==> src/hw/cmq_pkg.sv <==
// cmq_pkg: register map, field layout, defaults and codes of the configuration interpreter
package cmq_pkg;

  localparam logic [7:0] A_CTRL       = 8'h00;
  localparam logic [7:0] A_REQ_MODE   = 8'h04;
  localparam logic [7:0] A_REQ_MOV    = 8'h08;
  localparam logic [7:0] A_REQ_CNT    = 8'h0C;
  localparam logic [7:0] A_REQ_QBASE  = 8'h10;
  localparam logic [7:0] A_REQ_QNOTE  = 8'h14;
  localparam logic [7:0] A_REQ_QIADDR = 8'h18;
  localparam logic [7:0] A_RPL_MOV    = 8'h20;
  localparam logic [7:0] A_RPL_CNT    = 8'h24;
  localparam logic [7:0] A_RPL_STAT   = 8'h28;
  localparam logic [7:0] A_PORT_A     = 8'h2C;
  localparam logic [7:0] A_PORT_B     = 8'h30;
  localparam logic [7:0] A_QCALC      = 8'h34;

  localparam int CTRL_APPLY_BIT = 0;
  localparam int CTRL_EVT_BIT   = 1;
  localparam int AM_SET_BIT     = 8;
  localparam int AM_MODE_BIT    = 9;

  localparam logic [31:0] REQ_MODE_RST = 32'h0000_0000;
  localparam logic [31:0] REQ_ALL_ONES = 32'hFFFF_FFFF;
  localparam logic [31:0] REQ_ZERO     = 32'h0000_0000;

  localparam logic [7:0]  KEEP8      = 8'hFF;
  localparam logic [7:0]  PROC_RST   = 8'h0C;
  localparam logic [7:0]  MBOX_RST   = 8'h10;
  localparam logic [7:0]  MCAST_RST  = 8'h08;
  localparam logic [7:0]  HOSTS_RST  = 8'h00;
  localparam logic [7:0]  CNT_MIN    = 8'h01;
  localparam logic [7:0]  CNT_MAX    = 8'h80;
  localparam logic [7:0]  MCAST_MAX  = 8'hFC;
  localparam logic [15:0] MOV_DEF    = 16'h0400;
  localparam logic [15:0] MOV_SIZE   = 16'h0100;
  localparam logic [15:0] WIN_LO_MIN = 16'h0200;
  localparam logic [15:0] WIN_LO_MAX = 16'h03FF;
  localparam logic [15:0] WIN_HI_MIN = 16'h1000;
  localparam logic [15:0] WIN_HI_MAX = 16'hFFFF;

  localparam logic [7:0] ERR_NONE  = 8'h00;
  localparam logic [7:0] ERR_MODE  = 8'hA0;
  localparam logic [7:0] ERR_MOV   = 8'hA1;
  localparam logic [7:0] ERR_CNT   = 8'hA2;
  localparam logic [7:0] ERR_HOSTS = 8'hA3;
  localparam logic [7:0] ERR_QBASE = 8'hA4;
  localparam logic [7:0] ERR_NTYPE = 8'hA5;

  localparam logic [1:0] RESP_OKAY   = 2'b00;
  localparam logic [1:0] RESP_SLVERR = 2'b10;

  typedef enum logic [1:0] {OP_LINK, OP_FE_HOST, OP_FE_NET, OP_RSV} cmq_mode_t;
  typedef enum logic [1:0] {NT_POLL, NT_IO, NT_MEM, NT_LEVEL} cmq_ntype_t;

  // segmented: segment*16 + offset; absolute: low 24 bits
  function automatic logic [23:0] cmq_host_addr(input logic am, input logic [31:0] lw);
    if (am)
      cmq_host_addr = lw[23:0];
    else
      cmq_host_addr = {4'h0, lw[31:16], 4'h0} + {8'h00, lw[15:0]};
  endfunction

endpackage

==> src/hw/cmq_cfg_if.sv <==
// cmq_cfg_if: applied notification settings and events passed to the notifier
`timescale 1ns/100ps
`default_nettype none
interface cmq_cfg_if;
  logic                   qen;
  logic                   amode;
  cmq_pkg::cmq_ntype_t    ntype;
  logic [7:0]             nval;
  logic [31:0]            naddr;
  logic                   evt;
  logic                   clr;
  modport src (output qen, output amode, output ntype, output nval, output naddr,
               output evt, output clr);
  modport dst (input qen, input amode, input ntype, input nval, input naddr,
               input evt, input clr);
endinterface
`default_nettype wire

==> src/hw/cmq_top.sv <==
// cmq_top: configuration interpreter for resource sizing and the inbound message queue
//
// How it works
// - all-ones movable address in front-end modes selects the default location.
// - reply returns the movable area address actually in use.
// - process count: all-ones keeps, reset 12, accepts 1 to 128 in front-end modes.
// - user mailbox count: all-ones keeps, reset 16, accepts 1 to 128 in front-end modes.
// - multicast slot count: all-ones keeps, reset 8, accepts 0 to 252 in front-end modes.
// - host count: all-ones keeps, starts at 0, modes 0 and 1 allow 1 only.
// - network boot allows 0 hosts; then queues are absent and queue fields ignored.
// - segmented queue base has segment high, offset low, offset zero.
// - absolute queue base is 24 bits, top byte and low nibble zero.
// - queue addresses are 16-bit offsets added to the queue base.
// - notify type 0 polls, 1 port write, 2 memory write, 3 level line.
// - level line stays high until the host writes port A.
// - type 3 sets a status bit readable at port B with the line.
// - port and memory types write the notify byte at each signal.
// - port type uses the low word; memory type follows the address mode.
// - host count and queue fields come back unchanged in the reply.
// - operation mode 0 link, 1 host download, 2 net download, others reserved.
// - address mode bit 0 selects segmented, 1 absolute addressing.
//
// Implementation choices: the register addresses and the AXI4-Lite slave port.
`timescale 1ns/100ps
`default_nettype none
module cmq_top
(
  input  wire logic        clk,
  input  wire logic        nrst,
  input  wire logic        board_evt,
  input  wire logic [7:0]  s_axi_awaddr,
  input  wire logic        s_axi_awvalid,
  output logic             s_axi_awready,
  input  wire logic [31:0] s_axi_wdata,
  input  wire logic [3:0]  s_axi_wstrb,
  input  wire logic        s_axi_wvalid,
  output logic             s_axi_wready,
  output logic      [1:0]  s_axi_bresp,
  output logic             s_axi_bvalid,
  input  wire logic        s_axi_bready,
  input  wire logic [7:0]  s_axi_araddr,
  input  wire logic        s_axi_arvalid,
  output logic             s_axi_arready,
  output logic      [31:0] s_axi_rdata,
  output logic      [1:0]  s_axi_rresp,
  output logic             s_axi_rvalid,
  input  wire logic        s_axi_rready,
  output logic             note_wr_q,
  output logic             note_io_q,
  output logic      [23:0] note_addr_q,
  output logic      [7:0]  note_data_q,
  output logic             irq_q,
  output logic             queues_on_q
);
  logic        rst_s1_q;
  logic        rst_n_q;
  logic        awready_q;
  logic        aw_got_q;
  logic [7:0]  awaddr_q;
  logic        wready_q;
  logic        w_got_q;
  logic [31:0] wdata_q;
  logic [3:0]  wstrb_q;
  logic        bvalid_q;
  logic [1:0]  bresp_q;
  logic        arready_q;
  logic        rvalid_q;
  logic [31:0] rdata_q;
  logic [1:0]  rresp_q;
  logic        wr_en;
  logic        wr_hit;
  logic        rd_hit;
  logic [31:0] rd_data;
  logic        ctrl_wr;
  logic        apply;
  logic        sw_evt;
  logic [31:0] req_mode_q;
  logic [31:0] req_mov_q;
  logic [31:0] req_cnt_q;
  logic [31:0] req_qbase_q;
  logic [31:0] req_qnote_q;
  logic [31:0] req_qiaddr_q;
  logic [15:0] qoff_q;
  logic [1:0]  op_q;
  logic        amode_q;
  logic [15:0] mov_q;
  logic [31:0] cnt_q;
  logic [31:0] qbase_q;
  logic [15:0] qhdr_q;
  logic [7:0]  ntype_q;
  logic [7:0]  nval_q;
  logic [31:0] naddr_q;
  logic [7:0]  err_q;
  logic        done_q;
  logic        irq_stat;
  logic [7:0]  chk_err;
  logic        chk_amode;
  logic [15:0] chk_mov;
  logic [31:0] chk_cnt;
  logic [23:0] qcalc;

  cmq_cfg_if cfg ();

  // nrst is asynchronous to clk; only its release is synchronised
  always_ff @(posedge clk or negedge nrst)
  begin
    if (!nrst)
    begin
      rst_s1_q <= 1'b0;
      rst_n_q  <= 1'b0;
    end
    else
    begin
      rst_s1_q <= 1'b1;
      rst_n_q  <= rst_s1_q;
    end
  end

  // write address and data are taken independently; one write under way at a time
  always_ff @(posedge clk or negedge rst_n_q)
  begin
    if (!rst_n_q)
    begin
      awready_q <= 1'b0;
      aw_got_q  <= 1'b0;
      awaddr_q  <= 8'h00;
    end
    else if (s_axi_awvalid && awready_q)
    begin
      awready_q <= 1'b0;
      aw_got_q  <= 1'b1;
      awaddr_q  <= s_axi_awaddr;
    end
    else if (bvalid_q && s_axi_bready)
    begin
      awready_q <= 1'b1;
      aw_got_q  <= 1'b0;
    end
    else if (!aw_got_q)
      awready_q <= 1'b1;
  end

  always_ff @(posedge clk or negedge rst_n_q)
  begin
    if (!rst_n_q)
    begin
      wready_q <= 1'b0;
      w_got_q  <= 1'b0;
      wdata_q  <= 32'h0000_0000;
      wstrb_q  <= 4'h0;
    end
    else if (s_axi_wvalid && wready_q)
    begin
      wready_q <= 1'b0;
      w_got_q  <= 1'b1;
      wdata_q  <= s_axi_wdata;
      wstrb_q  <= s_axi_wstrb;
    end
    else if (bvalid_q && s_axi_bready)
    begin
      wready_q <= 1'b1;
      w_got_q  <= 1'b0;
    end
    else if (!w_got_q)
      wready_q <= 1'b1;
  end

  assign wr_en = aw_got_q && w_got_q && !bvalid_q;

  always_comb
  begin
    if ((awaddr_q == cmq_pkg::A_CTRL) || (awaddr_q == cmq_pkg::A_REQ_MODE)
        || (awaddr_q == cmq_pkg::A_REQ_MOV) || (awaddr_q == cmq_pkg::A_REQ_CNT)
        || (awaddr_q == cmq_pkg::A_REQ_QBASE) || (awaddr_q == cmq_pkg::A_REQ_QNOTE)
        || (awaddr_q == cmq_pkg::A_REQ_QIADDR) || (awaddr_q == cmq_pkg::A_PORT_A)
        || (awaddr_q == cmq_pkg::A_QCALC))
      wr_hit = 1'b1;
    else
      wr_hit = 1'b0;
  end

  always_ff @(posedge clk or negedge rst_n_q)
  begin
    if (!rst_n_q)
    begin
      bvalid_q <= 1'b0;
      bresp_q  <= cmq_pkg::RESP_OKAY;
    end
    else if (wr_en)
    begin
      bvalid_q <= 1'b1;
      bresp_q  <= wr_hit ? cmq_pkg::RESP_OKAY : cmq_pkg::RESP_SLVERR;
    end
    else if (s_axi_bready)
      bvalid_q <= 1'b0;
  end

  function automatic logic [31:0] merge(input logic [31:0] old, input logic [31:0] nw,
                                        input logic [3:0] be);
    merge = old;
    for (int i = 0; i < 4; i++)
      if (be[i])
        merge[8*i +: 8] = nw[8*i +: 8];
  endfunction

  always_ff @(posedge clk or negedge rst_n_q)
  begin
    if (!rst_n_q)
    begin
      req_mode_q   <= cmq_pkg::REQ_MODE_RST;
      req_mov_q    <= cmq_pkg::REQ_ALL_ONES;
      req_cnt_q    <= cmq_pkg::REQ_ALL_ONES;
      req_qbase_q  <= cmq_pkg::REQ_ZERO;
      req_qnote_q  <= cmq_pkg::REQ_ZERO;
      req_qiaddr_q <= cmq_pkg::REQ_ZERO;
      qoff_q       <= 16'h0000;
    end
    else if (wr_en)
    begin
      if (awaddr_q == cmq_pkg::A_REQ_MODE)
        req_mode_q <= merge(req_mode_q, wdata_q, wstrb_q);
      else if (awaddr_q == cmq_pkg::A_REQ_MOV)
        req_mov_q <= merge(req_mov_q, wdata_q, wstrb_q);
      else if (awaddr_q == cmq_pkg::A_REQ_CNT)
        req_cnt_q <= merge(req_cnt_q, wdata_q, wstrb_q);
      else if (awaddr_q == cmq_pkg::A_REQ_QBASE)
        req_qbase_q <= merge(req_qbase_q, wdata_q, wstrb_q);
      else if (awaddr_q == cmq_pkg::A_REQ_QNOTE)
        req_qnote_q <= merge(req_qnote_q, wdata_q, wstrb_q);
      else if (awaddr_q == cmq_pkg::A_REQ_QIADDR)
        req_qiaddr_q <= merge(req_qiaddr_q, wdata_q, wstrb_q);
      else if (awaddr_q == cmq_pkg::A_QCALC)
        qoff_q <= 16'(merge({16'h0000, qoff_q}, wdata_q, wstrb_q));
    end
  end

  assign ctrl_wr = wr_en && (awaddr_q == cmq_pkg::A_CTRL) && wstrb_q[0];
  assign apply   = ctrl_wr && wdata_q[cmq_pkg::CTRL_APPLY_BIT];
  assign sw_evt  = ctrl_wr && wdata_q[cmq_pkg::CTRL_EVT_BIT];

  cmq_check u_check
  (
    .req_op    (req_mode_q[7:0]),
    .req_mode  (req_mode_q),
    .req_mov   (req_mov_q),
    .req_cnt   (req_cnt_q),
    .req_qbase (req_qbase_q),
    .req_ntype (req_qnote_q[23:16]),
    .cur_amode (amode_q),
    .cur_cnt   (cnt_q),
    .cur_mov   (mov_q),
    .err       (chk_err),
    .amode     (chk_amode),
    .mov       (chk_mov),
    .cnt       (chk_cnt)
  );

  // a rejected request leaves every applied setting untouched
  always_ff @(posedge clk or negedge rst_n_q)
  begin
    if (!rst_n_q)
    begin
      op_q    <= 2'b00;
      amode_q <= 1'b0;
      mov_q   <= cmq_pkg::MOV_DEF;
      cnt_q   <= {cmq_pkg::HOSTS_RST, cmq_pkg::MCAST_RST, cmq_pkg::MBOX_RST, cmq_pkg::PROC_RST};
      qbase_q <= cmq_pkg::REQ_ZERO;
      qhdr_q  <= 16'h0000;
      ntype_q <= 8'h00;
      nval_q  <= 8'h00;
      naddr_q <= cmq_pkg::REQ_ZERO;
      err_q   <= cmq_pkg::ERR_NONE;
      done_q  <= 1'b0;
    end
    else if (apply)
    begin
      err_q  <= chk_err;
      done_q <= 1'b1;
      if (chk_err == cmq_pkg::ERR_NONE)
      begin
        op_q    <= req_mode_q[1:0];
        amode_q <= chk_amode;
        mov_q   <= chk_mov;
        cnt_q   <= chk_cnt;
        if (chk_cnt[31:24] == 8'h01)
        begin
          qbase_q <= req_qbase_q;
          qhdr_q  <= req_qnote_q[15:0];
          ntype_q <= req_qnote_q[23:16];
          nval_q  <= req_qnote_q[31:24];
          naddr_q <= req_qiaddr_q;
        end
      end
    end
  end

  always_ff @(posedge clk or negedge rst_n_q)
  begin
    if (!rst_n_q)
      queues_on_q <= 1'b0;
    else if (apply && (chk_err == cmq_pkg::ERR_NONE))
      queues_on_q <= (chk_cnt[31:24] == 8'h01);
  end

  assign cfg.qen   = queues_on_q;
  assign cfg.amode = amode_q;
  assign cfg.ntype = cmq_pkg::cmq_ntype_t'(ntype_q[1:0]);
  assign cfg.nval  = nval_q;
  assign cfg.naddr = naddr_q;
  // board_evt comes from logic on clk and needs no synchroniser
  assign cfg.evt   = sw_evt || board_evt;
  assign cfg.clr   = wr_en && (awaddr_q == cmq_pkg::A_PORT_A);

  cmq_notify u_notify
  (
    .clk         (clk),
    .rst_n       (rst_n_q),
    .cfg         (cfg),
    .note_wr_q   (note_wr_q),
    .note_io_q   (note_io_q),
    .note_addr_q (note_addr_q),
    .note_data_q (note_data_q),
    .irq_q       (irq_q),
    .irq_stat_q  (irq_stat)
  );

  assign qcalc = cmq_pkg::cmq_host_addr(amode_q, qbase_q) + {8'h00, qoff_q};

  always_comb
  begin
    rd_hit = 1'b1;
    if (s_axi_araddr == cmq_pkg::A_CTRL)
      rd_data = 32'h0000_0000;
    else if (s_axi_araddr == cmq_pkg::A_REQ_MODE)
      rd_data = req_mode_q;
    else if (s_axi_araddr == cmq_pkg::A_REQ_MOV)
      rd_data = req_mov_q;
    else if (s_axi_araddr == cmq_pkg::A_REQ_CNT)
      rd_data = req_cnt_q;
    else if (s_axi_araddr == cmq_pkg::A_REQ_QBASE)
      rd_data = qbase_q;
    else if (s_axi_araddr == cmq_pkg::A_REQ_QNOTE)
      rd_data = {nval_q, ntype_q, qhdr_q};
    else if (s_axi_araddr == cmq_pkg::A_REQ_QIADDR)
      rd_data = naddr_q;
    else if (s_axi_araddr == cmq_pkg::A_RPL_MOV)
      rd_data = {16'h0000, mov_q};
    else if (s_axi_araddr == cmq_pkg::A_RPL_CNT)
      rd_data = cnt_q;
    else if (s_axi_araddr == cmq_pkg::A_RPL_STAT)
      rd_data = {19'h0_0000, queues_on_q, amode_q, op_q, done_q, err_q};
    else if (s_axi_araddr == cmq_pkg::A_PORT_A)
      rd_data = 32'h0000_0000;
    else if (s_axi_araddr == cmq_pkg::A_PORT_B)
      rd_data = {31'h0000_0000, irq_stat};
    else if (s_axi_araddr == cmq_pkg::A_QCALC)
      rd_data = {8'h00, qcalc};
    else
    begin
      rd_hit  = 1'b0;
      rd_data = 32'h0000_0000;
    end
  end

  always_ff @(posedge clk or negedge rst_n_q)
  begin
    if (!rst_n_q)
    begin
      arready_q <= 1'b0;
      rvalid_q  <= 1'b0;
      rdata_q   <= 32'h0000_0000;
      rresp_q   <= cmq_pkg::RESP_OKAY;
    end
    else if (s_axi_arvalid && arready_q)
    begin
      arready_q <= 1'b0;
      rvalid_q  <= 1'b1;
      rdata_q   <= rd_data;
      rresp_q   <= rd_hit ? cmq_pkg::RESP_OKAY : cmq_pkg::RESP_SLVERR;
    end
    else if (rvalid_q && s_axi_rready)
    begin
      rvalid_q  <= 1'b0;
      arready_q <= 1'b1;
    end
    else if (!rvalid_q)
      arready_q <= 1'b1;
  end

  assign s_axi_awready = awready_q;
  assign s_axi_wready  = wready_q;
  assign s_axi_bvalid  = bvalid_q;
  assign s_axi_bresp   = bresp_q;
  assign s_axi_arready = arready_q;
  assign s_axi_rvalid  = rvalid_q;
  assign s_axi_rdata   = rdata_q;
  assign s_axi_rresp   = rresp_q;
endmodule
`default_nettype wire

==> src/hw/cmq_check.sv <==
// cmq_check: validation of a configuration request against the current settings
`timescale 1ns/100ps
`default_nettype none
module cmq_check
(
  input  wire logic [7:0]  req_op,
  input  wire logic [31:0] req_mode,
  input  wire logic [31:0] req_mov,
  input  wire logic [31:0] req_cnt,
  input  wire logic [31:0] req_qbase,
  input  wire logic [7:0]  req_ntype,
  input  wire logic        cur_amode,
  input  wire logic [31:0] cur_cnt,
  input  wire logic [15:0] cur_mov,
  output logic      [7:0]  err,
  output logic             amode,
  output logic      [15:0] mov,
  output logic      [31:0] cnt
);
  logic [16:0] mov_end;
  logic        link;
  logic        net;
  logic        qen;
  logic        win_ok;

  function automatic logic cnt_bad(input logic [7:0] v, input logic [7:0] lo,
                                   input logic [7:0] hi, input logic lk);
    cnt_bad = (v != cmq_pkg::KEEP8) && (lk || (v < lo) || (v > hi));
  endfunction

  always_comb
  begin
    link    = (req_op == 8'h00);
    net     = (req_op == 8'h02);
    amode   = req_mode[cmq_pkg::AM_SET_BIT] ? req_mode[cmq_pkg::AM_MODE_BIT] : cur_amode;
    mov_end = {1'b0, req_mov[15:0]} + {1'b0, cmq_pkg::MOV_SIZE} - 17'h0_0001;
    win_ok  = ((req_mov[15:0] >= cmq_pkg::WIN_LO_MIN) && (mov_end <= {1'b0, cmq_pkg::WIN_LO_MAX}))
           || ((req_mov[15:0] >= cmq_pkg::WIN_HI_MIN) && (mov_end <= {1'b0, cmq_pkg::WIN_HI_MAX}));
    for (int i = 0; i < 4; i++)
      cnt[8*i +: 8] = (req_cnt[8*i +: 8] == cmq_pkg::KEEP8) ? cur_cnt[8*i +: 8]
                                                            : req_cnt[8*i +: 8];
    qen = (cnt[31:24] == 8'h01);
    if (req_mov == cmq_pkg::REQ_ALL_ONES)
      mov = cmq_pkg::MOV_DEF;
    else
      mov = req_mov[15:0];
    if (req_op > 8'h02)
      err = cmq_pkg::ERR_MODE;
    else if ((req_mov != cmq_pkg::REQ_ALL_ONES) && (link || (req_mov[31:16] != 16'h0000) || !win_ok))
      err = cmq_pkg::ERR_MOV;
    else if (cnt_bad(req_cnt[7:0], cmq_pkg::CNT_MIN, cmq_pkg::CNT_MAX, link)
          || cnt_bad(req_cnt[15:8], cmq_pkg::CNT_MIN, cmq_pkg::CNT_MAX, link)
          || cnt_bad(req_cnt[23:16], 8'h00, cmq_pkg::MCAST_MAX, link))
      err = cmq_pkg::ERR_CNT;
    else if (net ? (cnt[31:24] > 8'h01) : (cnt[31:24] != 8'h01))
      err = cmq_pkg::ERR_HOSTS;
    else if (qen && (amode ? ((req_qbase[31:24] != 8'h00) || (req_qbase[3:0] != 4'h0))
                           : (req_qbase[15:0] != 16'h0000)))
      err = cmq_pkg::ERR_QBASE;
    else if (qen && (req_ntype > 8'h03))
      err = cmq_pkg::ERR_NTYPE;
    else
      err = cmq_pkg::ERR_NONE;
  end
endmodule
`default_nettype wire

==> src/hw/cmq_notify.sv <==
// cmq_notify: signals the host about the inbound queue by port write, memory write or level line
`timescale 1ns/100ps
`default_nettype none
module cmq_notify
(
  input  wire logic        clk,
  input  wire logic        rst_n,
  cmq_cfg_if.dst           cfg,
  output logic             note_wr_q,
  output logic             note_io_q,
  output logic      [23:0] note_addr_q,
  output logic      [7:0]  note_data_q,
  output logic             irq_q,
  output logic             irq_stat_q
);
  logic fire;

  assign fire = cfg.evt && cfg.qen;

  always_ff @(posedge clk or negedge rst_n)
  begin
    if (!rst_n)
    begin
      note_wr_q   <= 1'b0;
      note_io_q   <= 1'b0;
      note_addr_q <= 24'h00_0000;
      note_data_q <= 8'h00;
    end
    else
    begin
      note_wr_q <= 1'b0;
      if (fire)
      begin
        case (cfg.ntype)
          cmq_pkg::NT_IO:
          begin
            note_wr_q   <= 1'b1;
            note_io_q   <= 1'b1;
            note_addr_q <= {8'h00, cfg.naddr[15:0]};
            note_data_q <= cfg.nval;
          end
          cmq_pkg::NT_MEM:
          begin
            note_wr_q   <= 1'b1;
            note_io_q   <= 1'b0;
            note_addr_q <= cmq_pkg::cmq_host_addr(cfg.amode, cfg.naddr);
            note_data_q <= cfg.nval;
          end
          default:
          begin
          end
        endcase
      end
    end
  end

  // the raise wins over a port write in the same cycle so no event is lost
  always_ff @(posedge clk or negedge rst_n)
  begin
    if (!rst_n)
    begin
      irq_q      <= 1'b0;
      irq_stat_q <= 1'b0;
    end
    else if (fire && (cfg.ntype == cmq_pkg::NT_LEVEL))
    begin
      irq_q      <= 1'b1;
      irq_stat_q <= 1'b1;
    end
    else if (cfg.clr)
    begin
      irq_q      <= 1'b0;
      irq_stat_q <= 1'b0;
    end
  end
endmodule
`default_nettype wire

==> config.mk <==
export PLATFORM = sky130hd
export DESIGN_NAME = cmq_top
export DESIGN_NICKNAME = d
export VERILOG_FILES = /design/src/hw/cmq_pkg.sv /design/src/hw/cmq_cfg_if.sv /design/src/hw/cmq_top.sv /design/src/hw/cmq_check.sv /design/src/hw/cmq_notify.sv
export SDC_FILE = /design/constraint.sdc
export NUM_CORES = 1
export LEC_CHECK = 0
export BUFFER_PORTS_ARGS = -buffer_cell sky130_fd_sc_hd__buf_2
export CAP_MARGIN = 20
export CORE_UTILIZATION = 65
export DETAILED_ROUTE_END_ITERATION = 12
export GPL_ROUTABILITY_DRIVEN = 0
export PLACE_DENSITY = 0.87
export SETUP_SLACK_MARGIN = 0.05
export SLEW_MARGIN = 15
export SYNTH_ARGS = -nofsm -noshare
export SYNTH_HDL_FRONTEND = slang
export SYNTH_SLANG_ARGS = --single-unit
export TNS_END_PERCENT = 5
==> constraint.sdc <==
create_clock -name clk -period 45.2 [get_ports clk]
set_input_delay 0 -clock clk [delete_from_list [all_inputs] [get_ports clk]]
set_output_delay 0 -clock clk [all_outputs]
set_load 0.01 [all_outputs]
# Yosys cells after proc, flatten, opt, wreduce, memory -nomap -nowiden
# Cells that the tools add are included.
totals:
  output_inout_bits: 77
  wordCells: 284
  reg_bits: 489
classes:
  n_addsub: 5
  order_cmp: 13
  reduce_logical: 94
  bitwise: 9
  eq_ne: 38
  mux: 64
op_table:
  columns: ["operator", "count"]
  rows:
  - ["$mux 32", 9]
  - ["$mux 24", 6]
  - ["$eq 8x6->1 const B", 8]
  - ["$mux 8", 7]
  - ["$eq 8x5->1 const B", 6]
  - ["$pmux 24 s2", 1]
  - ["$add 20x16->21", 2]
  - ["$mux 1", 37]
  - ["$eq 32x32->1 const B", 1]
  - ["$eq 8x4->1 const B", 4]
  - ["$eq 8x8->1 const B", 4]
  - ["$logic_not 8->1", 4]
  - ["$ne 32x32->1 const B", 1]
  - ["$reduce_and 8->1", 4]
  - ["$reduce_bool 16->1", 2]
  - ["$reduce_and 7->1", 4]
  - ["$add 24x16->24", 1]
  - ["$gt 8x8->1 const B", 3]
  - ["$lt 8x1->1 const B", 3]
  - ["$ne 8x8->1 const B", 3]
  - ["$reduce_and 3->1", 8]
  - ["$reduce_and 6->1", 4]
  - ["$logic_and 1x1->1", 23]
  - ["$logic_or 1x1->1", 21]
  - ["other kinds (28)", 57]

# Longest topological paths before layout
depth:
  ltp_word: 16
  depth_mapped: 19
  mapped_depth_nobuf: 19

# Cells and area by module
# From an unflattened synthesis, not the netlist that was laid out.
unflattened:
  hier_cells: 2097
  area_unflattened_um2: 24546.0
by_module_without_submodules:
  columns: ["mod", "instances", "cells_each", "area_each_um2", "seq_area_each_um2"]
  rows:
  - ["cmq_top", 1, 1622, 20913.8, 11397.2]
  - ["cmq_notify", 1, 256, 2153.3, 875.8]
  - ["cmq_check", 1, 219, 1478.9, 0.0]

# Least setup slack after synthesis
# No wires, ideal clock.
synth_timing:
  path_kind: "register to register"
  start: "reg amode_q"
  end: "reg rdata_q[21], in the netlist s_axi_rdata[21]"
  required_ps: 45104
  t_arrival_ps: 3981
  slack_ps: 41123
  path_buffers: 3
  period_less_slack_ps: 4077
  path_stages_with_launch: 15
  cell_sequence: "dfrtp_1 > clkbuf_1 > clkbuf_1 > buf_1 > mux2_2 > ha_1 > and3_1 > a2111oi_0 > o211ai_1 > a41oi_1 > o21ai_0 > a21o_1 > nor3b_1 > xor2_1 > o31ai_1"
synth_via:
  elab_chain_len: 15
synth_rtl:
  columns: ["element", "line_no", "text"]
  rows:
  - ["start, declared", "cmq_top.sv:85", "logic amode_q;"]
  - ["start signal, assigned", "cmq_top.sv:282", "amode_q <= chk_amode;"]
  - ["$mux 24", "cmq_pkg.sv:58", "if (am)"]
  - ["$add 24x16->24", "cmq_top.sv:327", "assign qcalc = cmq_pkg::cmq_host_addr(amode_q, qbase_q) + {8'h00, qoff_q};"]
  - ["$mux 24", "cmq_top.sv:356", "else if (s_axi_araddr == cmq_pkg::A_QCALC)"]
  - ["$mux 24", "cmq_top.sv:354", "else if (s_axi_araddr == cmq_pkg::A_PORT_B)"]
  - ["$mux 24", "cmq_top.sv:352", "else if (s_axi_araddr == cmq_pkg::A_PORT_A)"]
  - ["$mux 24", "cmq_top.sv:350", "else if (s_axi_araddr == cmq_pkg::A_RPL_STAT)"]
  - ["$mux 32", "cmq_top.sv:348", "else if (s_axi_araddr == cmq_pkg::A_RPL_CNT)"]
  - ["$mux 32", "cmq_top.sv:346", "else if (s_axi_araddr == cmq_pkg::A_RPL_MOV)"]
  - ["$mux 32", "cmq_top.sv:344", "else if (s_axi_araddr == cmq_pkg::A_REQ_QIADDR)"]
  - ["$mux 32", "cmq_top.sv:342", "else if (s_axi_araddr == cmq_pkg::A_REQ_QNOTE)"]
  - ["$mux 32", "cmq_top.sv:340", "else if (s_axi_araddr == cmq_pkg::A_REQ_QBASE)"]
  - ["$mux 32", "cmq_top.sv:338", "else if (s_axi_araddr == cmq_pkg::A_REQ_CNT)"]
  - ["$mux 32", "cmq_top.sv:336", "else if (s_axi_araddr == cmq_pkg::A_REQ_MOV)"]
  - ["$mux 32", "cmq_top.sv:334", "else if (s_axi_araddr == cmq_pkg::A_REQ_MODE)"]
  - ["$mux 32", "cmq_top.sv:332", "if (s_axi_araddr == cmq_pkg::A_CTRL)"]
  - ["end signal, assigned", "cmq_top.sv:378", "rdata_q <= rd_data;"]
  - ["end, declared", "cmq_top.sv:68", "logic [31:0] rdata_q;"]
# No other way between the ends.
# A chain may end at the register's enable or synchronous reset.

# Worst setup path in the final report
layout_timing:
  start: "reg bvalid_q, in the netlist s_axi_bvalid"
  end: "reg naddr_q[25], in the netlist cfg.naddr[25]"
layout_via:
  elab_chain_len: 6
layout_rtl:
  columns: ["element", "line_no", "text"]
  rows:
  - ["start, declared", "cmq_top.sv:64", "logic bvalid_q;"]
  - ["start signal, assigned", "cmq_top.sv:186", "bvalid_q <= 1'b0;"]
  - ["start signal, assigned", "cmq_top.sv:191", "bvalid_q <= 1'b1;"]
  - ["start signal, assigned", "cmq_top.sv:195", "bvalid_q <= 1'b0;"]
  - ["$logic_not 1->1", "cmq_top.sv:168", "assign wr_en = aw_got_q && w_got_q && !bvalid_q;"]
  - ["$logic_and 1x1->1", "cmq_top.sv:168", null]
  - ["$logic_and 1x1->1 (2 in a row)", "cmq_top.sv:237", "assign ctrl_wr = wr_en && (awaddr_q == cmq_pkg::A_CTRL) && wstrb_q[0];"]
  - ["$logic_and 1x1->1", "cmq_top.sv:238", "assign apply = ctrl_wr && wdata_q[cmq_pkg::CTRL_APPLY_BIT];"]
  - ["$reduce_and 3->1 (no source line)", null, null]
  - ["end signal, assigned", "cmq_top.sv:271", "naddr_q <= cmq_pkg::REQ_ZERO;"]
  - ["end signal, assigned", "cmq_top.sv:291", "naddr_q <= req_qiaddr_q;"]
  - ["end, declared", "cmq_top.sv:92", "logic [31:0] naddr_q;"]
# No other way between the ends.

==> flow_summary.json <==
{
  "yosysTopAreaCellShare": 0.447,
  "htreeDepth": 2,
  "cts.clk_slew.worst_paths_ns": 0.06,
  "post_route_cells_drive_above_1_share": 0.314,
  "status": "complete, no violations",
  "syn2layout_area_growth_pct": 15.0,
  "die_area_um2": 36400,
  "dp_hpwl_mm": 48.0,
  "antenna_found_initial": 1,
  "ant_nets": 0,
  "synthArstFlopShare": 1.00,
  "vias": 18600,
  "drc": 0,
  "grt_util_met2": 0.574,
  "grt_pass1_vias": 18400,
  "fin_skew_ns": 0.0349,
  "grt_pass1_wl_mm": 107,
  "multi_input_area_um2": 10500,
  "vdd_drop_max_mv": 0.0363,
  "drt_iter0_markers": 2644,
  "synth_edf_count": 0,
  "rr_startpoint": "s_axi_bvalid$_DFFE_PN0P_",
  "ys_seq_area_frac": 0.525,
  "fillers": 2064,
  "port_buffers": 134,
  "use_met1": 0.515,
  "ys_top_cells_by_area": "dfrtp_1 (45%), mux2_2 (16%), dfstp_2 (7.8%), nand2_1 (3.7%), ha_1 (2.5%)",
  "wirelength_mm": 70.7,
  "wl_per_cell_um": 26.4,
  "cts_resized": 0,
  "ys_warn_count": 0,
  "finalSetupViolations": 0,
  "die_width_um": 191,
  "synth-seq-cells": 483,
  "rrSetupSlack_ns": 40.39,
  "hp-start": "s_axi_arvalid",
  "timing.rr.end": "cfg.naddr[25]$_DFFE_PN0P_",
  "busiest_layer": "met2",
  "timing.fmax_ghz": 0.208,
  "fin_util": 0.766,
  "min_period_ns": 4.81,
  "synthCells": 2004,
  "cts-root-buf": "clkbuf_16",
  "power_density_nw_per_um2": 44.6,
  "clockBufferDepth": 3,
  "rr_worst_depth": 10,
  "maxCapViolCount": 0,
  "synth_largest_area_cell": "dfrtp_1",
  "insertion_delay_ns": 0.61,
  "io_pins": 137,
  "via_per_inst": 6.96,
  "fin_crit_sh": 0.106,
  "placed_cell_area_um2": 24300,
  "synth_ff_type": "dfrtp_1",
  "drv_slew": 0,
  "dieHeight_um": 191,
  "start_util": 0.667,
  "grt_use_total": 0.395,
  "ff_latch_area_um2": 12200,
  "fin_nets": 2290,
  "synth_area_um2": 23200,
  "critical_path_class": "reg2reg",
  "grt_max_degree": 183,
  "tns_ns": 0,
  "hold_viol": 0,
  "gr-total-overflow": 0,
  "drt_pass1_iterations": 13,
  "worst_pin_slew_ns": 1.12,
  "min_path_type": "in2reg",
  "worst_ep_arrival_time_ns": 5.28,
  "tritoncts": "done",
  "synth_cell_types": 75,
  "core_um2": 34800,
  "path_max_fanout": 74,
  "rsz0062_at_grt": "false",
  "core.rowCount": 68,
  "whs_endpoint": "s_axi_rdata[13]$_DFFE_PN0P_",
  "relSlewSlack": 0.248,
  "critPathRequiredTime_ns": 45.67,
  "p_leak_nw": 12.8,
  "critPathLaunchType": "register",
  "avgSynthCellArea_um2": 11.6,
  "worst_setup_path_end_kind": "register",
  "stdcell_area_um2": 26700,
  "hold_depth": 5,
  "diodes": 0,
  "grt_use_met3": 0.131,
  "cts_made_buffers": 50,
  "cts_sinks": 483
}
## metrics by stage
step	cells	worst slack [ns]	hold slack (ns)	power, mW
after CTS	2674	40.59	0.00985	1.18
after global routing	2675	40.14	0.0494	1.22
after floorplan	2005	30.86	-0.296	0.636
after detailed placement	2529	40.60	-0.213	0.713
final	2675	40.39	0.0422	1.19
after global placement	2528	40.72	-0.214	0.703
## final cells by class
type | instances | area share
clock inverter | 23 | 0.0130
tap | 455 | 0.0213
multi-input combinational | 1405 | 0.395
inverter | 24 | 0.00338
clock buffer | 69 | 0.0572
timing repair buffer | 216 | 0.0535
sequential | 483 | 0.457
## worst max-delay path by stage
stage,slack (ns),startpoint,cells after the start,to
after floorplan,30.86,rst_n_q$_DFF_PN0_,0,amode_q$_DFFE_PN0P_
after global placement,40.72,req_mov_q[7]$_DFFE_PN1P_,8,qbase_q[18]$_DFFE_PN0P_
after detailed placement,40.60,s_axi_bvalid$_DFFE_PN0P_,10,qbase_q[22]$_DFFE_PN0P_
after CTS,40.59,s_axi_bvalid$_DFFE_PN0P_,10,cfg.naddr[25]$_DFFE_PN0P_
after global routing,40.14,s_axi_bvalid$_DFFE_PN0P_,10,cfg.naddr[25]$_DFFE_PN0P_
final,40.39,s_axi_bvalid$_DFFE_PN0P_,10,cfg.naddr[25]$_DFFE_PN0P_
## cells in the mapped netlist, drive strengths merged (13+ instances only)
cell	n
xor2	18
a222oi	18
nor4	23
a22o	13
nand2	226
a21oi	75
and3	13
nand3	47
a21o	20
xnor2	30
dfstp	69
o21ai	112
inv	23
dfrtp	414
a22oi	37
clkbuf	69
a221oi	17
buf	24
nor2	84
ha	47
mux2	359
nor3	21
a31oi	14
o22ai	21
nand2b	21
nand4	27
nor2b	17
## state kept, by name, summed over array words and instances, names as in the netlist, 24 cells and up
name and count:
req_qiaddr_q 32, cfg.naddr 32, s_axi_rdata 32, wdata_q 32, cnt_q 32, req_qbase_q 32
u_notify.note_addr_q 24, qbase_q 32, req_cnt_q 32, req_mov_q 32, req_mode_q 32, req_qnote_q 32
## kinds of logic (layout without fill, tap and decap cells)
family                     count (synthesis)  count (layout)  share of synthesized area
DFF                                      483             483                      0.525
adders and majority gates                 50              50                     0.0279
buffers and inverters                    117             332                     0.0224
and+or+nand+nor                          526             526                      0.108
muxes                                    368             368                      0.180
AOI/OAI and AO/OA                        410             410                      0.118
other                                      2               3                   0.000324
xor gates and xnor gates                  48              48                     0.0181
## cell usage in the layout, fill, tap and decap left out, types with 10 or more instances in the layout
| cell type | count |
|---|---|
| dfstp_2 | 69 |
| a31oi_1 | 14 |
| nor2_1 | 80 |
| a22oi_1 | 37 |
| a222oi_1 | 18 |
| nand4_1 | 27 |
| and2_1 | 10 |
| o21ai_0 | 112 |
| nand2_1 | 225 |
| mux2_2 | 339 |
| dfrtp_1 | 413 |
| a22o_1 | 13 |
| clkbuf_16 | 53 |
| clkinv_2 | 11 |
| o22ai_1 | 21 |
| nor4_1 | 22 |
| buf_2 | 136 |
| nor2b_1 | 17 |
| ha_1 | 47 |
| dlygate4sd3_1 | 53 |
| a21o_1 | 20 |
| xnor2_1 | 30 |
| nand2b_1 | 18 |
| o21a_1 | 10 |
| inv_1 | 23 |
| xor2_1 | 18 |
| a221oi_1 | 17 |
| clkbuf_8 | 14 |
| nor3_1 | 20 |
| buf_4 | 26 |
| a21oi_1 | 74 |
| and3_1 | 13 |
| mux2_4 | 12 |
| nand3_1 | 47 |
## repair_timing
action | in CTS | in global routing
hold buffers | 53 | 0
endpoints found under the hold margin | 54 | 0
buffers inserted | 0 | 0
## per-layer routing
metal / wire (um) / vias to the layer above
met5: 35 / -
met4: 4550 / 2
met3: 9960 / 350
met2: 30500 / 1391
met1: 25700 / 9163
li1: - / 7723
## worst max-delay path, stage by stage, from the launching register on
cell and delay, ns:
dfrtp_1 0.40, nand3b_1 0.28, nor4_2 0.39, nand2_1 0.16
nor2_1 0.28, nand2_1 0.23, a211oi_1 0.60, o2111ai_4 0.22
nor2_4 0.63, buf_4 0.86, mux2_2 0.44
## power by group
group | leakage, nW | switching (mW) | internal [mW]
logic | 5.55 | 0.0730 | 0.0671
registers | 6.33 | 0.0996 | 0.487
clock network | 0.927 | 0.175 | 0.287
total | 12.8 | 0.348 | 0.841
Power figures use the tool's default switching activity.
